===== src/sfsq_pkg.sv =====
// Purpose: shared constants and types of the soft-start and fault sequencer
// Assumes: levels are held in microvolt units, currents in millivolt sense units
// Notes:   soft-start steps are per clock and keep the ratio of the charge and discharge sources

package sfsq_pkg;

	// widths
	localparam int LVL_W   = 22;
	localparam int CODE_W  = 5;
	localparam int SENSE_W = 12;
	localparam int DLY_W   = 10;
	localparam int QUAL_W  = 8;
	localparam int NPERS   = 4;

	typedef logic [LVL_W-1:0] sfsq_lvl_t;

	// start-up flavours picked by the mode-select input
	typedef enum logic [1:0] {
		MODE_BOOT,
		MODE_STD,
		MODE_5BIT,
		MODE_6BIT
	} sfsq_mode_t;

	// sequencer states
	typedef enum logic [1:0] {
		ST_HALT,
		ST_RAMP,
		ST_RUN
	} sfsq_state_t;

	// soft-start comparator points, microvolts
	localparam sfsq_lvl_t LVL_FLOOR   = 22'h030D40; // 0.2 V restart point
	localparam sfsq_lvl_t LVL_OC_TRIP = 22'h01D4C0; // 120 mV delay comparator offset
	localparam sfsq_lvl_t LVL_CLAMP   = 22'h155CC0; // 1.4 V amplifier release
	localparam sfsq_lvl_t LVL_CODES   = 22'h2DC6C0; // 3.0 V code enable in boot flavour
	localparam sfsq_lvl_t LVL_REGULATION_OK   = 22'h3BD080; // 3.92 V power-good permit
	localparam sfsq_lvl_t LVL_FINAL   = 22'h3D0900; // 4.0 V end of soft start
	localparam sfsq_lvl_t LVL_ZERO    = 22'h000000;

	// setpoint figures, microvolts
	localparam sfsq_lvl_t BOOT_UV     = 22'h10C8E0; // 1.1 V boot level
	localparam sfsq_lvl_t PREPOS_UV   = 22'h00C350; // 50 mV load-line pre-position
	localparam sfsq_lvl_t CODE_TOP_UV = 22'h17A6B0; // 1.550 V at code 0
	localparam sfsq_lvl_t CODE_STEP_UV = 22'h0061A8; // 25 mV per code step
	localparam logic [CODE_W-1:0] CODE_FAULT = 5'h1F;

	// per-clock level steps: 10 units per microamp of source current
	localparam sfsq_lvl_t CHARGE_STEP = 22'h00020D; // 52.5 uA
	localparam sfsq_lvl_t DISCH_STEP  = 22'h000028; // 4 uA
	localparam sfsq_lvl_t OC_MAX_STEP = 22'h000226; // 55 uA cap
	localparam sfsq_lvl_t OC_GAIN     = 22'h00000A; // step per mV of over-current excess

	// fault-code qualification time
	localparam int CLK_PERIOD_NS = 32'h8;   // 8 ns
	localparam int CODE_QUAL_NS  = 32'h514; // 1300 ns
	localparam logic [QUAL_W-1:0] CODE_QUAL_CYC =
		QUAL_W'((CODE_QUAL_NS + CLK_PERIOD_NS - 1) / CLK_PERIOD_NS);

	// soft-start over-current delay in switching cycles, per oscillator setting
	localparam logic [DLY_W-1:0] OC_DLY_0 = 10'h040;
	localparam logic [DLY_W-1:0] OC_DLY_1 = 10'h080;
	localparam logic [DLY_W-1:0] OC_DLY_2 = 10'h100;
	localparam logic [DLY_W-1:0] OC_DLY_3 = 10'h200;

endpackage : sfsq_pkg


===== src/sfsq_sequencer.sv =====
// Purpose: soft-start ramp, fault latches and over-current sequencing of a multiphase controller
// Assumes: analog comparators outside deliver enable, bias and fault levels as logic pins
// Notes:   the soft-start level is a digital up/down value in microvolt units

`timescale 1ns/100ps

module sfsq_sequencer
	import sfsq_pkg::*;
(
	input  wire logic                         CLOCK,
	input  wire logic                         SRST,
	input  wire logic [CODE_W-1:0]            SUPPLY_CODE,
	input  wire logic [1:0]                   CODE_MODE_SELECT,
	input  wire logic                         ENABLE_OK,
	input  wire logic                         BIAS_ABOVE_94,
	input  wire logic                         BIAS_BELOW_86,
	input  wire logic                         OUTPUT_IN_REGULATION,
	input  wire logic                         SWITCH_TICK,
	input  wire logic [1:0]                   OSCILLATOR_RESISTOR_SETTING,
	input  wire logic                         OVERVOLTAGE,
	input  wire logic                         OPEN_SENSE,
	input  wire logic                         OPEN_LOOP,
	input  wire logic                         OPEN_CHAIN,
	input  wire logic [SENSE_W-1:0]           CURRENT_SENSE_LEVEL,
	input  wire logic [SENSE_W-1:0]           OVERCURRENT_THRESHOLD,
	output logic      [LVL_W-1:0]             SOFT_START_LEVEL,
	output logic      [LVL_W-1:0]             SETPOINT_DAC_OUTPUT,
	output logic      [LVL_W-1:0]             REGULATION_TARGET,
	output logic                              ERROR_AMP_CLAMP,
	output logic                              PHASE_INHIBIT,
	output logic                              REGULATION_OK,
	output logic                              FAULT_LATCH,
	output logic      [NPERS-1:0]             PERSIST_LATCH,
	output logic                              CODE_FAULT_HOLD,
	output logic                              OC_LIMIT_ACTIVE,
	output logic                              SOFT_START_DONE
);

	import sfsq_pkg::*;

	localparam int PIN_W = 13 + CODE_W + 2 * SENSE_W;

	logic [PIN_W-1:0]   pins;
	logic [PIN_W-1:0]   meta_q;
	logic [PIN_W-1:0]   sync_q;
	logic               enable_s;
	logic               bias_hi_s;
	logic               bias_lo_s;
	logic               in_reg_s;
	logic               tick_s;
	logic [1:0]         osc_s;
	logic [1:0]         mode_s;
	logic [NPERS-1:0]   pers_src_s;
	logic [CODE_W-1:0]  code_s;
	logic [SENSE_W-1:0] sense_s;
	logic [SENSE_W-1:0] thr_s;

	sfsq_mode_t         mode;
	sfsq_state_t        state_q;
	sfsq_lvl_t          level_q;
	sfsq_lvl_t          level_d;
	sfsq_lvl_t          code_uv;
	sfsq_lvl_t          floor_uv;
	sfsq_lvl_t          oc_step;
	sfsq_lvl_t          excess_uv;
	sfsq_lvl_t          ramp_uv;
	sfsq_lvl_t          cap_uv;
	logic [SENSE_W-1:0] excess;
	logic [DLY_W-1:0]   dly_q;
	logic [DLY_W-1:0]   dly_limit;
	logic               bias_ok_q;
	logic               tick_prev_q;
	logic               tick_pulse;
	logic               codes_en_q;
	logic               boot;
	logic               code_active;
	logic               code_fault;
	logic               hold_q;
	logic [NPERS-1:0]   pers_q;
	logic               any_pers;
	logic               fault_q;
	logic               inhibit;
	logic               started_q;
	logic               oc;
	logic               oc_pre;
	logic               oc_post;
	logic               oc_fault;
	logic               fault_set;

	// every pin passes two flip-flops before use
	assign pins = {ENABLE_OK, BIAS_ABOVE_94, BIAS_BELOW_86, OUTPUT_IN_REGULATION, SWITCH_TICK,
		OSCILLATOR_RESISTOR_SETTING, CODE_MODE_SELECT, OVERVOLTAGE, OPEN_SENSE, OPEN_LOOP, OPEN_CHAIN,
		SUPPLY_CODE, CURRENT_SENSE_LEVEL, OVERCURRENT_THRESHOLD};

	always_ff @(posedge CLOCK) begin
		if (SRST) begin
			meta_q <= '0;
			sync_q <= '0;
		end else begin
			meta_q <= pins;
			sync_q <= meta_q;
		end
	end

	// unpack synchronised pins
	assign {enable_s, bias_hi_s, bias_lo_s, in_reg_s, tick_s, osc_s, mode_s, pers_src_s,
		code_s, sense_s, thr_s} = sync_q;

	assign mode = sfsq_mode_t'(mode_s);
	assign boot = (mode == MODE_BOOT);

	// bias supply window with hysteresis between the two thresholds
	always_ff @(posedge CLOCK) begin
		if (SRST || bias_lo_s) begin
			bias_ok_q <= 1'b0;
		end else if (bias_hi_s) begin
			bias_ok_q <= 1'b1;
		end
	end

	// switching cycle edge for the delay counter
	always_ff @(posedge CLOCK) begin
		if (SRST) begin
			tick_prev_q <= 1'b0;
		end else begin
			tick_prev_q <= tick_s;
		end
	end

	assign tick_pulse = tick_s && !tick_prev_q;

	// boot flavour ignores the code until the level passes 3.0 V
	always_ff @(posedge CLOCK) begin
		if (SRST || state_q == ST_HALT) begin
			codes_en_q <= 1'b0;
		end else if (level_q > LVL_CODES) begin
			codes_en_q <= 1'b1;
		end
	end

	assign code_active = !boot || codes_en_q;

	sfsq_code_qual u_code (
		.clk         (CLOCK),
		.srst        (SRST),
		.code        (code_s),
		.code_active (code_active),
		.code_uv     (code_uv),
		.fault_q     (code_fault)
	);

	// boot-flavour code fault sticks until the bias supply is cycled; set wins
	always_ff @(posedge CLOCK) begin
		if (SRST) begin
			hold_q <= 1'b0;
		end else if (boot && code_fault) begin
			hold_q <= 1'b1;
		end else if (bias_lo_s) begin
			hold_q <= 1'b0;
		end
	end

	// over-voltage, open sense, open loop and open chain latches, cleared only by bias loss
	generate
		for (genvar i = 0; i < NPERS; i++) begin : g_pers
			always_ff @(posedge CLOCK) begin
				if (SRST) begin
					pers_q[i] <= 1'b0;
				end else if (pers_src_s[i]) begin
					pers_q[i] <= 1'b1;
				end else if (bias_lo_s) begin
					pers_q[i] <= 1'b0;
				end
			end
		end
	endgenerate

	assign any_pers = |pers_q;

	// over-current comparison and its split before and after power-good
	assign oc      = sense_s > thr_s;
	assign excess  = oc ? sense_s - thr_s : '0;
	assign oc_pre  = oc && !started_q && (state_q == ST_RAMP);
	assign oc_post = oc && started_q;

	// delay length chosen by the oscillator setting
	always_comb begin
		case (osc_s)
			2'h0:    dly_limit = OC_DLY_0;
			2'h1:    dly_limit = OC_DLY_1;
			2'h2:    dly_limit = OC_DLY_2;
			default: dly_limit = OC_DLY_3;
		endcase
	end

	// soft-start over-current delay counts switching cycles while over-current stands
	always_ff @(posedge CLOCK) begin
		if (SRST || !oc_pre) begin
			dly_q <= '0;
		end else if (tick_pulse && dly_q < dly_limit) begin
			dly_q <= dly_q + 10'h001;
		end
	end

	assign oc_fault = (oc_pre && dly_q >= dly_limit)
		|| (oc_post && level_q < LVL_OC_TRIP);
	assign fault_set = !bias_ok_q || code_fault || hold_q || !enable_s || oc_fault;

	// resettable fault latch: starts set, released at the restart point once causes clear
	always_ff @(posedge CLOCK) begin
		if (SRST) begin
			fault_q <= 1'b1;
		end else if (fault_set) begin
			fault_q <= 1'b1;
		end else if (level_q <= LVL_FLOOR && !any_pers) begin
			fault_q <= 1'b0;
		end
	end

	assign inhibit = fault_q || any_pers;

	// sequencer state
	always_ff @(posedge CLOCK) begin
		if (SRST) begin
			state_q <= ST_HALT;
		end else if (inhibit) begin
			state_q <= ST_HALT;
		end else begin
			case (state_q)
				ST_HALT: state_q <= ST_RAMP;
				ST_RAMP: if (level_q >= LVL_FINAL) begin
					state_q <= ST_RUN;
				end
				default: state_q <= ST_RUN;
			endcase
		end
	end

	// power-good has been reached in this start; keeps post-start handling through the delay
	always_ff @(posedge CLOCK) begin
		if (SRST || inhibit) begin
			started_q <= 1'b0;
		end else if (level_q > LVL_REGULATION_OK) begin
			started_q <= 1'b1;
		end
	end

	// level steps: fault discharge, over-current regulation or discharge, else charge
	assign floor_uv  = any_pers ? LVL_ZERO : LVL_FLOOR;
	assign excess_uv = LVL_W'(excess) * OC_GAIN;
	assign oc_step   = (excess_uv > OC_MAX_STEP) ? OC_MAX_STEP : excess_uv;

	always_comb begin
		level_d = level_q;
		if (inhibit) begin
			if (level_q > floor_uv) begin
				level_d = (level_q - floor_uv > DISCH_STEP) ? level_q - DISCH_STEP : floor_uv;
			end
		end else if (oc_post) begin
			level_d = (level_q > oc_step) ? level_q - oc_step : LVL_ZERO;
		end else if (oc_pre) begin
			if (level_q > LVL_FLOOR) begin
				level_d = (level_q - LVL_FLOOR > DISCH_STEP) ? level_q - DISCH_STEP : LVL_FLOOR;
			end
		end else if (state_q != ST_HALT) begin
			level_d = (LVL_FINAL - level_q > CHARGE_STEP) ? level_q + CHARGE_STEP : LVL_FINAL;
		end
	end

	always_ff @(posedge CLOCK) begin
		if (SRST) begin
			level_q <= LVL_ZERO;
		end else begin
			level_q <= level_d;
		end
	end

	// regulation target follows the level less the clamp offset, capped at the code setpoint, or at the boot level while codes are inactive
	assign ramp_uv = (level_q > LVL_CLAMP) ? level_q - LVL_CLAMP : LVL_ZERO;
	assign cap_uv  = code_active ? code_uv : BOOT_UV;

	always_ff @(posedge CLOCK) begin
		if (SRST) begin
			REGULATION_TARGET   <= LVL_ZERO;
			SETPOINT_DAC_OUTPUT <= BOOT_UV + PREPOS_UV;
		end else begin
			REGULATION_TARGET   <= (ramp_uv < cap_uv) ? ramp_uv : cap_uv;
			SETPOINT_DAC_OUTPUT <= cap_uv + PREPOS_UV;
		end
	end

	// pin-level outputs, all registered
	always_ff @(posedge CLOCK) begin
		if (SRST) begin
			SOFT_START_LEVEL <= LVL_ZERO;
			ERROR_AMP_CLAMP  <= 1'b1;
			PHASE_INHIBIT    <= 1'b1;
			REGULATION_OK    <= 1'b0;
			FAULT_LATCH      <= 1'b1;
			PERSIST_LATCH    <= '0;
			CODE_FAULT_HOLD  <= 1'b0;
			OC_LIMIT_ACTIVE  <= 1'b0;
			SOFT_START_DONE  <= 1'b0;
		end else begin
			SOFT_START_LEVEL <= level_q;
			ERROR_AMP_CLAMP  <= inhibit || level_q < LVL_CLAMP;
			PHASE_INHIBIT    <= inhibit;
			REGULATION_OK    <= !inhibit && in_reg_s && (level_q > LVL_REGULATION_OK || started_q);
			FAULT_LATCH      <= fault_q;
			PERSIST_LATCH    <= pers_q;
			CODE_FAULT_HOLD  <= hold_q;
			OC_LIMIT_ACTIVE  <= oc_pre;
			SOFT_START_DONE  <= !inhibit && state_q == ST_RUN;
		end
	end

endmodule : sfsq_sequencer


===== src/sfsq_code_qual.sv =====
// Purpose: decode the 5-bit supply code and qualify the fault code
// Assumes: code arrives already synchronised to the clock
// Notes:   the fault code must stand for the full qualification time before it reports

`timescale 1ns/100ps

module sfsq_code_qual
	import sfsq_pkg::*;
(
	input  wire logic                    clk,
	input  wire logic                    srst,
	input  wire logic [CODE_W-1:0]       code,
	input  wire logic                    code_active,
	output logic      [LVL_W-1:0]        code_uv,
	output logic                         fault_q
);

	logic [QUAL_W-1:0] qual_cnt_q;
	logic              is_fault;

	assign is_fault = code_active && (code == CODE_FAULT);

	// setpoint falls 25 mV per code from the top value; fault code keeps the last value
	always_ff @(posedge clk) begin
		if (srst) begin
			code_uv <= CODE_TOP_UV;
		end else if (code != CODE_FAULT) begin
			code_uv <= LVL_W'(CODE_TOP_UV - LVL_W'(code) * CODE_STEP_UV);
		end
	end

	// fault code only counts after it has stood unbroken; passing codes restart the count
	always_ff @(posedge clk) begin
		if (srst || !is_fault) begin
			qual_cnt_q <= '0;
			fault_q    <= 1'b0;
		end else if (qual_cnt_q >= CODE_QUAL_CYC - 8'h01) begin
			fault_q    <= 1'b1;
		end else begin
			qual_cnt_q <= qual_cnt_q + 8'h01;
		end
	end

endmodule : sfsq_code_qual


===== config.mk =====
export PLATFORM = sky130hd
export DESIGN_NAME = sfsq_sequencer
export DESIGN_NICKNAME = d
export VERILOG_FILES = /design/src/sfsq_pkg.sv /design/src/sfsq_sequencer.sv /design/src/sfsq_code_qual.sv
export SDC_FILE = /design/constraint.sdc
export NUM_CORES = 1
export LEC_CHECK = 0
export ABC_AREA = 1
export BUFFER_PORTS_ARGS = -buffer_cell sky130_fd_sc_hd__buf_2
export CAP_MARGIN = 40
export CORE_UTILIZATION = 51
export CTS_CLUSTER_DIAMETER = 150
export CTS_CLUSTER_SIZE = 40
export DETAILED_ROUTE_END_ITERATION = 16
export PLACE_DENSITY = 0.7
export SLEW_MARGIN = 20
export SYNTH_ARGS = -nofsm -noshare
export SYNTH_HDL_FRONTEND = slang
export SYNTH_SLANG_ARGS = --single-unit

===== constraint.sdc =====
create_clock -name CLOCK -period 11.4 [get_ports CLOCK]
set_clock_uncertainty 0.2 [all_clocks]
set_input_delay 2.28 -clock CLOCK [delete_from_list [all_inputs] [get_ports CLOCK]]
set_output_delay 2.28 -clock CLOCK [all_outputs]
set_load 0.05 [all_outputs]

* After elaboration in Yosys (flattened, before gate mapping)
Index checks and enable logic that the tools add are counted.
Cells by class: div/mod/pow operators 0, magnitude comparators 19, shift-type cells 0, equality and inequality tests 9, multiply operators 2, add/sub/neg operators 12, reductions and logical operators 50, multiplexer cells 25, bitwise logic cells 0
Operators by type and width (number):
- $mux W22 | 13
- $gt A22 B22 Y1 const B | 2
- $gt A22 B6 Y1 const B | 2
- $pmux W10 S3 | 1
- $add A22 B10 Y22 const B | 1
- $add A22 B16 Y22 const B | 1
- $ge A22 B22 Y1 const B | 1
- $gt A22 B10 Y1 const B | 1
- $gt A22 B16 Y1 | 1
- $gt A22 B18 Y1 | 1
- $gt A22 B18 Y1 const B | 1
- $gt A22 B21 Y1 const B | 1
- $le A22 B18 Y1 const B | 1
- $lt A22 B17 Y1 const B | 1
- $lt A22 B21 Y1 const B | 1
- $lt A22 B22 Y1 | 1
- $sub A21 B20 Y22 const A | 1
- $sub A22 B16 Y22 | 1
- $sub A22 B18 Y22 | 1
- $sub A22 B18 Y22 const B | 1
- $sub A22 B21 Y22 const B | 1
- $sub A22 B22 Y22 const A | 1
- $sub A22 B6 Y22 const B | 1
- $mux W18 | 1
- 30 further kinds | 79
Storage, ports and cells: latch bits 0, memory bits (writable) 0, bits in read-only memories 0, bits in registers 236, input port bits 44, memories kept 0, output and inout bits 77

* Logic depth before layout (Yosys ltp)
depth after elaboration 9, mapped depth 43

* Modules after synthesis
Synthesis repeated with hierarchy kept, for this count alone.
Unflattened totals: cells, all modules 2399, area total of the unflattened synthesis 15946.5 um^2
By module, submodules not included:
- sfsq_sequencer | instances 1, sequential area each 4103.9 um^2, area each 13500.4 um^2, cells each 2032
- sfsq_code_qual | instances 1, sequential area each 540.5 um^2, area each 2446.1 um^2, cells each 367

* Worst setup path after synthesis
Ideal clock, no wire load.
path type register to register, from register sync_q[12], to register level_q[21], cell stages (with the launch flop) 40, arrival 5.785 ns, slack 5.299 ns, period minus slack after synthesis 6.101 ns, library setup time 0.115 ns, path buffers 1, cells stage by stage dfxtp_1 > inv_1 > ha_1 > fa_1 > nor2_1 > o21ai_1 > nand2_1 > nand3_1 > o211ai_1 > nand2_1 > buf_2 > a21oi_1 > o21ai_0 > xnor2_1 > ha_1 > fa_1 > a21oi_1 > o21ai_0 > (+4 left out) > nor2_1 > o21ai_0 > ha_1 > fa_1 > o21ai_0 > nand2_1 > nand3_1 > nand3_1 > nand2_1 > nand2_1 > nand2_1 > inv_1 > nand2_1 > nand2_1 > nand3_1 > a21oi_1 > o21ai_0 > inv_1
Between the ends: longest elaborated chain between the ends 9
Ends and longest elaborated chain:
- start, declared | RTL line sfsq_sequencer.sv:45 | logic [PIN_W-1:0] sync_q;
- start signal, assigned | RTL line sfsq_sequencer.sv:101 | sync_q <= meta_q;
- $sub A12 B12 Y12 / $gt A12 B12 Y1 (equally long branches) | RTL line sfsq_sequencer.sv:182, sfsq_sequencer.sv:181
- $mux W12 | RTL line sfsq_sequencer.sv:182 | assign excess = oc ? sense_s - thr_s : '0;
- $mul A12 B3 Y15 | RTL line sfsq_sequencer.sv:250 | assign excess_uv = LVL_W'(excess) * OC_GAIN;
- $gt A16 B10 Y1 | RTL line sfsq_sequencer.sv:251 | assign oc_step = (excess_uv > OC_MAX_STEP) ? OC_MAX_STEP : excess_uv;
- $mux W16 | RTL line sfsq_sequencer.sv:251
- $sub A22 B16 Y22 / $gt A22 B16 Y1 (equally long branches) | RTL line sfsq_sequencer.sv:260 | level_d = (level_q > oc_step) ? level_q - oc_step : LVL_ZERO;
- $mux W22 | RTL line sfsq_sequencer.sv:260
- $mux W22 | RTL line sfsq_sequencer.sv:259 | end else if (oc_post) begin
- $mux W22 | RTL line sfsq_sequencer.sv:255 | if (inhibit) begin
- end signal, assigned | RTL line sfsq_sequencer.sv:274 | level_q <= level_d;
- end, declared | RTL line sfsq_sequencer.sv:60 | sfsq_lvl_t level_q;
Several ways; a longest one is shown, not always the timed one. A chain may end at the register's enable or synchronous reset.

* Final worst setup path
from register sync_q[12], to register level_q[20]
Same word-level chain as after synthesis.

==> impl_metrics.csv <==
group,metric,value,unit
run_status,status,"finished, final reports clean",
placed_design,gp_congestion,1.028,
cells_and_area,drive_above_1_share,0.08021,
route,remaining_drc_errors,0,
cts,cts-buffers-inserted,10,
yosys,yosys_most_used_dff,"dfxtp_1",
yosys,seq_area_frac_synth,0.2986,
floorplan,die_area,30800,um^2
worst_setup_path,cp-end-kind,"flip-flop",
floorplan,die-width,175.5,um
worst_setup_path,crit_end,"level_q[20]",
global_route,antenna_found_initial,0,
cells_and_area,syn_to_final_growth,8.500,%
timing,min_period_over_period,0.6217,
floorplan,initial_core_util,0.5180,
cts,cts_tree,"built",
timing,tightest_slew,0.8416,ns
yosys,synth_seq_cells,229,
global_route,grt_pass1_wl,74890,um
yosys,syn_avg_cell_area,6.500,um^2
timing,drv_slew,0,
global_route,grtUsageTotal,0.3055,
worst_setup_path,crit_top_cell,"nand2_1",
power,p_sw_frac,0.5195,
floorplan,fp.dieH,175.5,um
flow_run,max_cap_viol_count,0,
worst_setup_path,path_class,"reg2reg",
worst_setup_path,max_stage_delay,0.42,ns
yosys,synthArstFlopShare,0,
yosys,yosysUniqueCellTypes,49,
worst_setup_path,worstReg2RegStart,"sync_q[12]",
worst_setup_path,regToRegEndpoint,"level_q[20]",
route,dr.first_iter.drc_count,1362,
cells_and_area,fillers,3004,
yosys,mappedNetlistArea,15350,um^2
global_route,grt_overflow,0,
power,p_seq_frac,0.279,
timing,setup_violations,0,
worst_setup_path,cp_slowest_cell,"nor3_2",
cts,clockRootBuffer,"clkbuf_16",
cells_and_area,mostFrequentLayoutCells,"nand2_1, nor2_1, inv_1, dfxtp_1, nand3_1",
cells_and_area,fin_nets,2624,
cts,cts_buffer_depth,3,
cts,post_cts_resized,0,
worst_setup_path,startpoint,"sync_q[12]",
worst_setup_path,cp.arrival,7.34,ns
yosys,synth_cells,2362,
cts,path_clk_slew,0.14,ns
cts,insertion_delay,0.52,ns
power,power_density,206.5,nW/um^2
timing,fmax,0.1411,GHz
worst_setup_path,r2r_slack,4.31,ns
cells_and_area,final_cells,2846,
route,routedWlPerCell,16.69,um
power,clkPwrFrac,0.130,
worst_setup_path,worstPathRequired,11.66,ns
timing,rsz0062_at_grt,"false",
timing,hold_viol,0,
hold_path,hp-class,"reg2reg",
cells_and_area,final_common_cell,"nand2_1",
timing,fin_crit,7.087,ns
timing,whs,0.1807,ns
power,p_leak,0.008723,uW
yosys,synth_edf_count,0,
floorplan,ioPinCount,121,
global_route,grt_pass1_vias,14160,
placed_design,dp_cells,2833,
power,p_sw,1787,uW
worst_setup_path,startpoint_type,"flip-flop",
cts,ctsHoldBuffers,0,
power,ir_worst_vdd,0.1404,mV
timing,finalSetupTns,0,ns
cells_and_area,diodes,0,
route,via_count,15480,
power,internal_power,1653,uW
worst_setup_path,cp_max_fo,11,
cts,clkSinkCount,229,
floorplan,fp.coreArea,29640,um^2
yosys,yosysWarningCount,0,
cts,htree_levels,1,
timing,maxSlewHeadroom,0.4369,
placed_design,hpwl,36860,um
power,combPwrFrac,0.591,
route,dr.pass1.iters,6,
route,drtAntennaViolNets,0,
cts,cts_setup_buffers,0,
route,viasPerCell,5.439,
route,finalWirelength,47510,um
worst_setup_path,worst_r2r_path_depth,38,
global_route,grt_max_degree,69,
placed_design,portBuffers,117,
floorplan,rows,63,
## per-layer routing
metal | up-vias | track usage | wire length, um
met1 | 7040 | 0.4138 | 21090
met3 | 116 | 0.04307 | 3596
li1 | 7713 | - | -
met5 | - | 0 | 0
met4 | 0 | 0.1130 | 1781
met2 | 611 | 0.4924 | 21040
## layout make-up
cell class              count  area (um^2)  area share
clock buffers              10        250.2     0.01502
inverters                 338         1271     0.07632
repair buffers            139        780.7     0.04687
flip-flops and latches    229         4584      0.2752
well taps                 390        488.0     0.02929
multi-input cells        1737         9216      0.5533
clock inverters             3        66.31    0.003981
## sequential cells by signal (all words and copies together), names as in the netlist, 10 cells and up
register	count
SOFT_START_LEVEL	22
dly_q	10
REGULATION_TARGET	22
sync_q	42
level_q	22
meta_q	42
u_code.code_uv	18
SETPOINT_DAC_OUTPUT	19
## through the flow
stage / total power, uW / worst slack (ns) / cell area, um^2 / utilization
3_5_place_dp: 2948 / 4.389 / 16340 / 0.5513
6_report: 3439 / 4.313 / 16660 / 0.5620
4_1_cts: 3396 / 4.309 / 16660 / 0.5620
5_1_grt: 3677 / 3.529 / 16660 / 0.5620
2_1_floorplan: 2408 / 5.299 / 15380 / -
3_3_place_gp: 2936 / 4.247 / 16290 / 0.5496
## cells in the mapped netlist, drive strengths merged, types with 4 or more instances
cell type | instances | area share
a211oi | 4 | 0.0020
a21o | 8 | 0.0039
a21oi | 152 | 0.050
a31oi | 13 | 0.0053
buf | 31 | 0.012
clkbuf | 35 | 0.0086
clkinv | 6 | 0.0015
dfxtp | 229 | 0.30
fa | 5 | 0.0065
ha | 120 | 0.098
inv | 332 | 0.081
nand2 | 540 | 0.13
nand3 | 174 | 0.058
nand3b | 20 | 0.011
nand4 | 30 | 0.012
nor2 | 366 | 0.092
nor3 | 45 | 0.015
nor3b | 5 | 0.0024
nor4 | 4 | 0.0016
o211ai | 8 | 0.0039
o21a | 4 | 0.0020
o21ai | 111 | 0.036
or2 | 12 | 0.0049
xnor2 | 14 | 0.0080
xor2 | 74 | 0.042
## power by group through the flow
stage,logic (uW),clock network (uW),registers (uW)
after floorplan,1310,0,1100
after global placement,1960,0,975
after detailed placement,1970,0,977
after CTS,1980,458,958
after global routing,2230,482,967
final,2030,446,960
## critical path, delay by kind of cell, from the launching register on
family / cells / cell delay (ns)
xor gates and xnor gates: 2 / 0.38
buffers and inverters: 3 / 0.34
DFF: 1 / 0.34
and+or+nand+nor: 19 / 2.88
adders and majority gates: 4 / 1.34
AOI/OAI and AO/OA: 10 / 1.53
## cell families after synthesis
group	synth area share
simple gates	0.3318
buf+inv	0.1030
compound gates	0.1116
flops	0.2986
fa+ha+maj	0.1043
xor+xnor	0.05020
other cells	0.0004892
## worst min path at each step
stage | startpoint | end | slack, ns | depth (start not counted)
final | meta_q[27] | sync_q[27] | 0.18 | 2
after global routing | meta_q[25] | sync_q[25] | 0.20 | 2
after CTS | meta_q[27] | sync_q[27] | 0.18 | 2
after detailed placement | meta_q[39] | sync_q[39] | 0.19 | 2
after global placement | meta_q[17] | sync_q[17] | 0.19 | 2
after floorplan | meta_q[0] | sync_q[0] | 0.19 | 2
(Power assumes the default switching activity.)
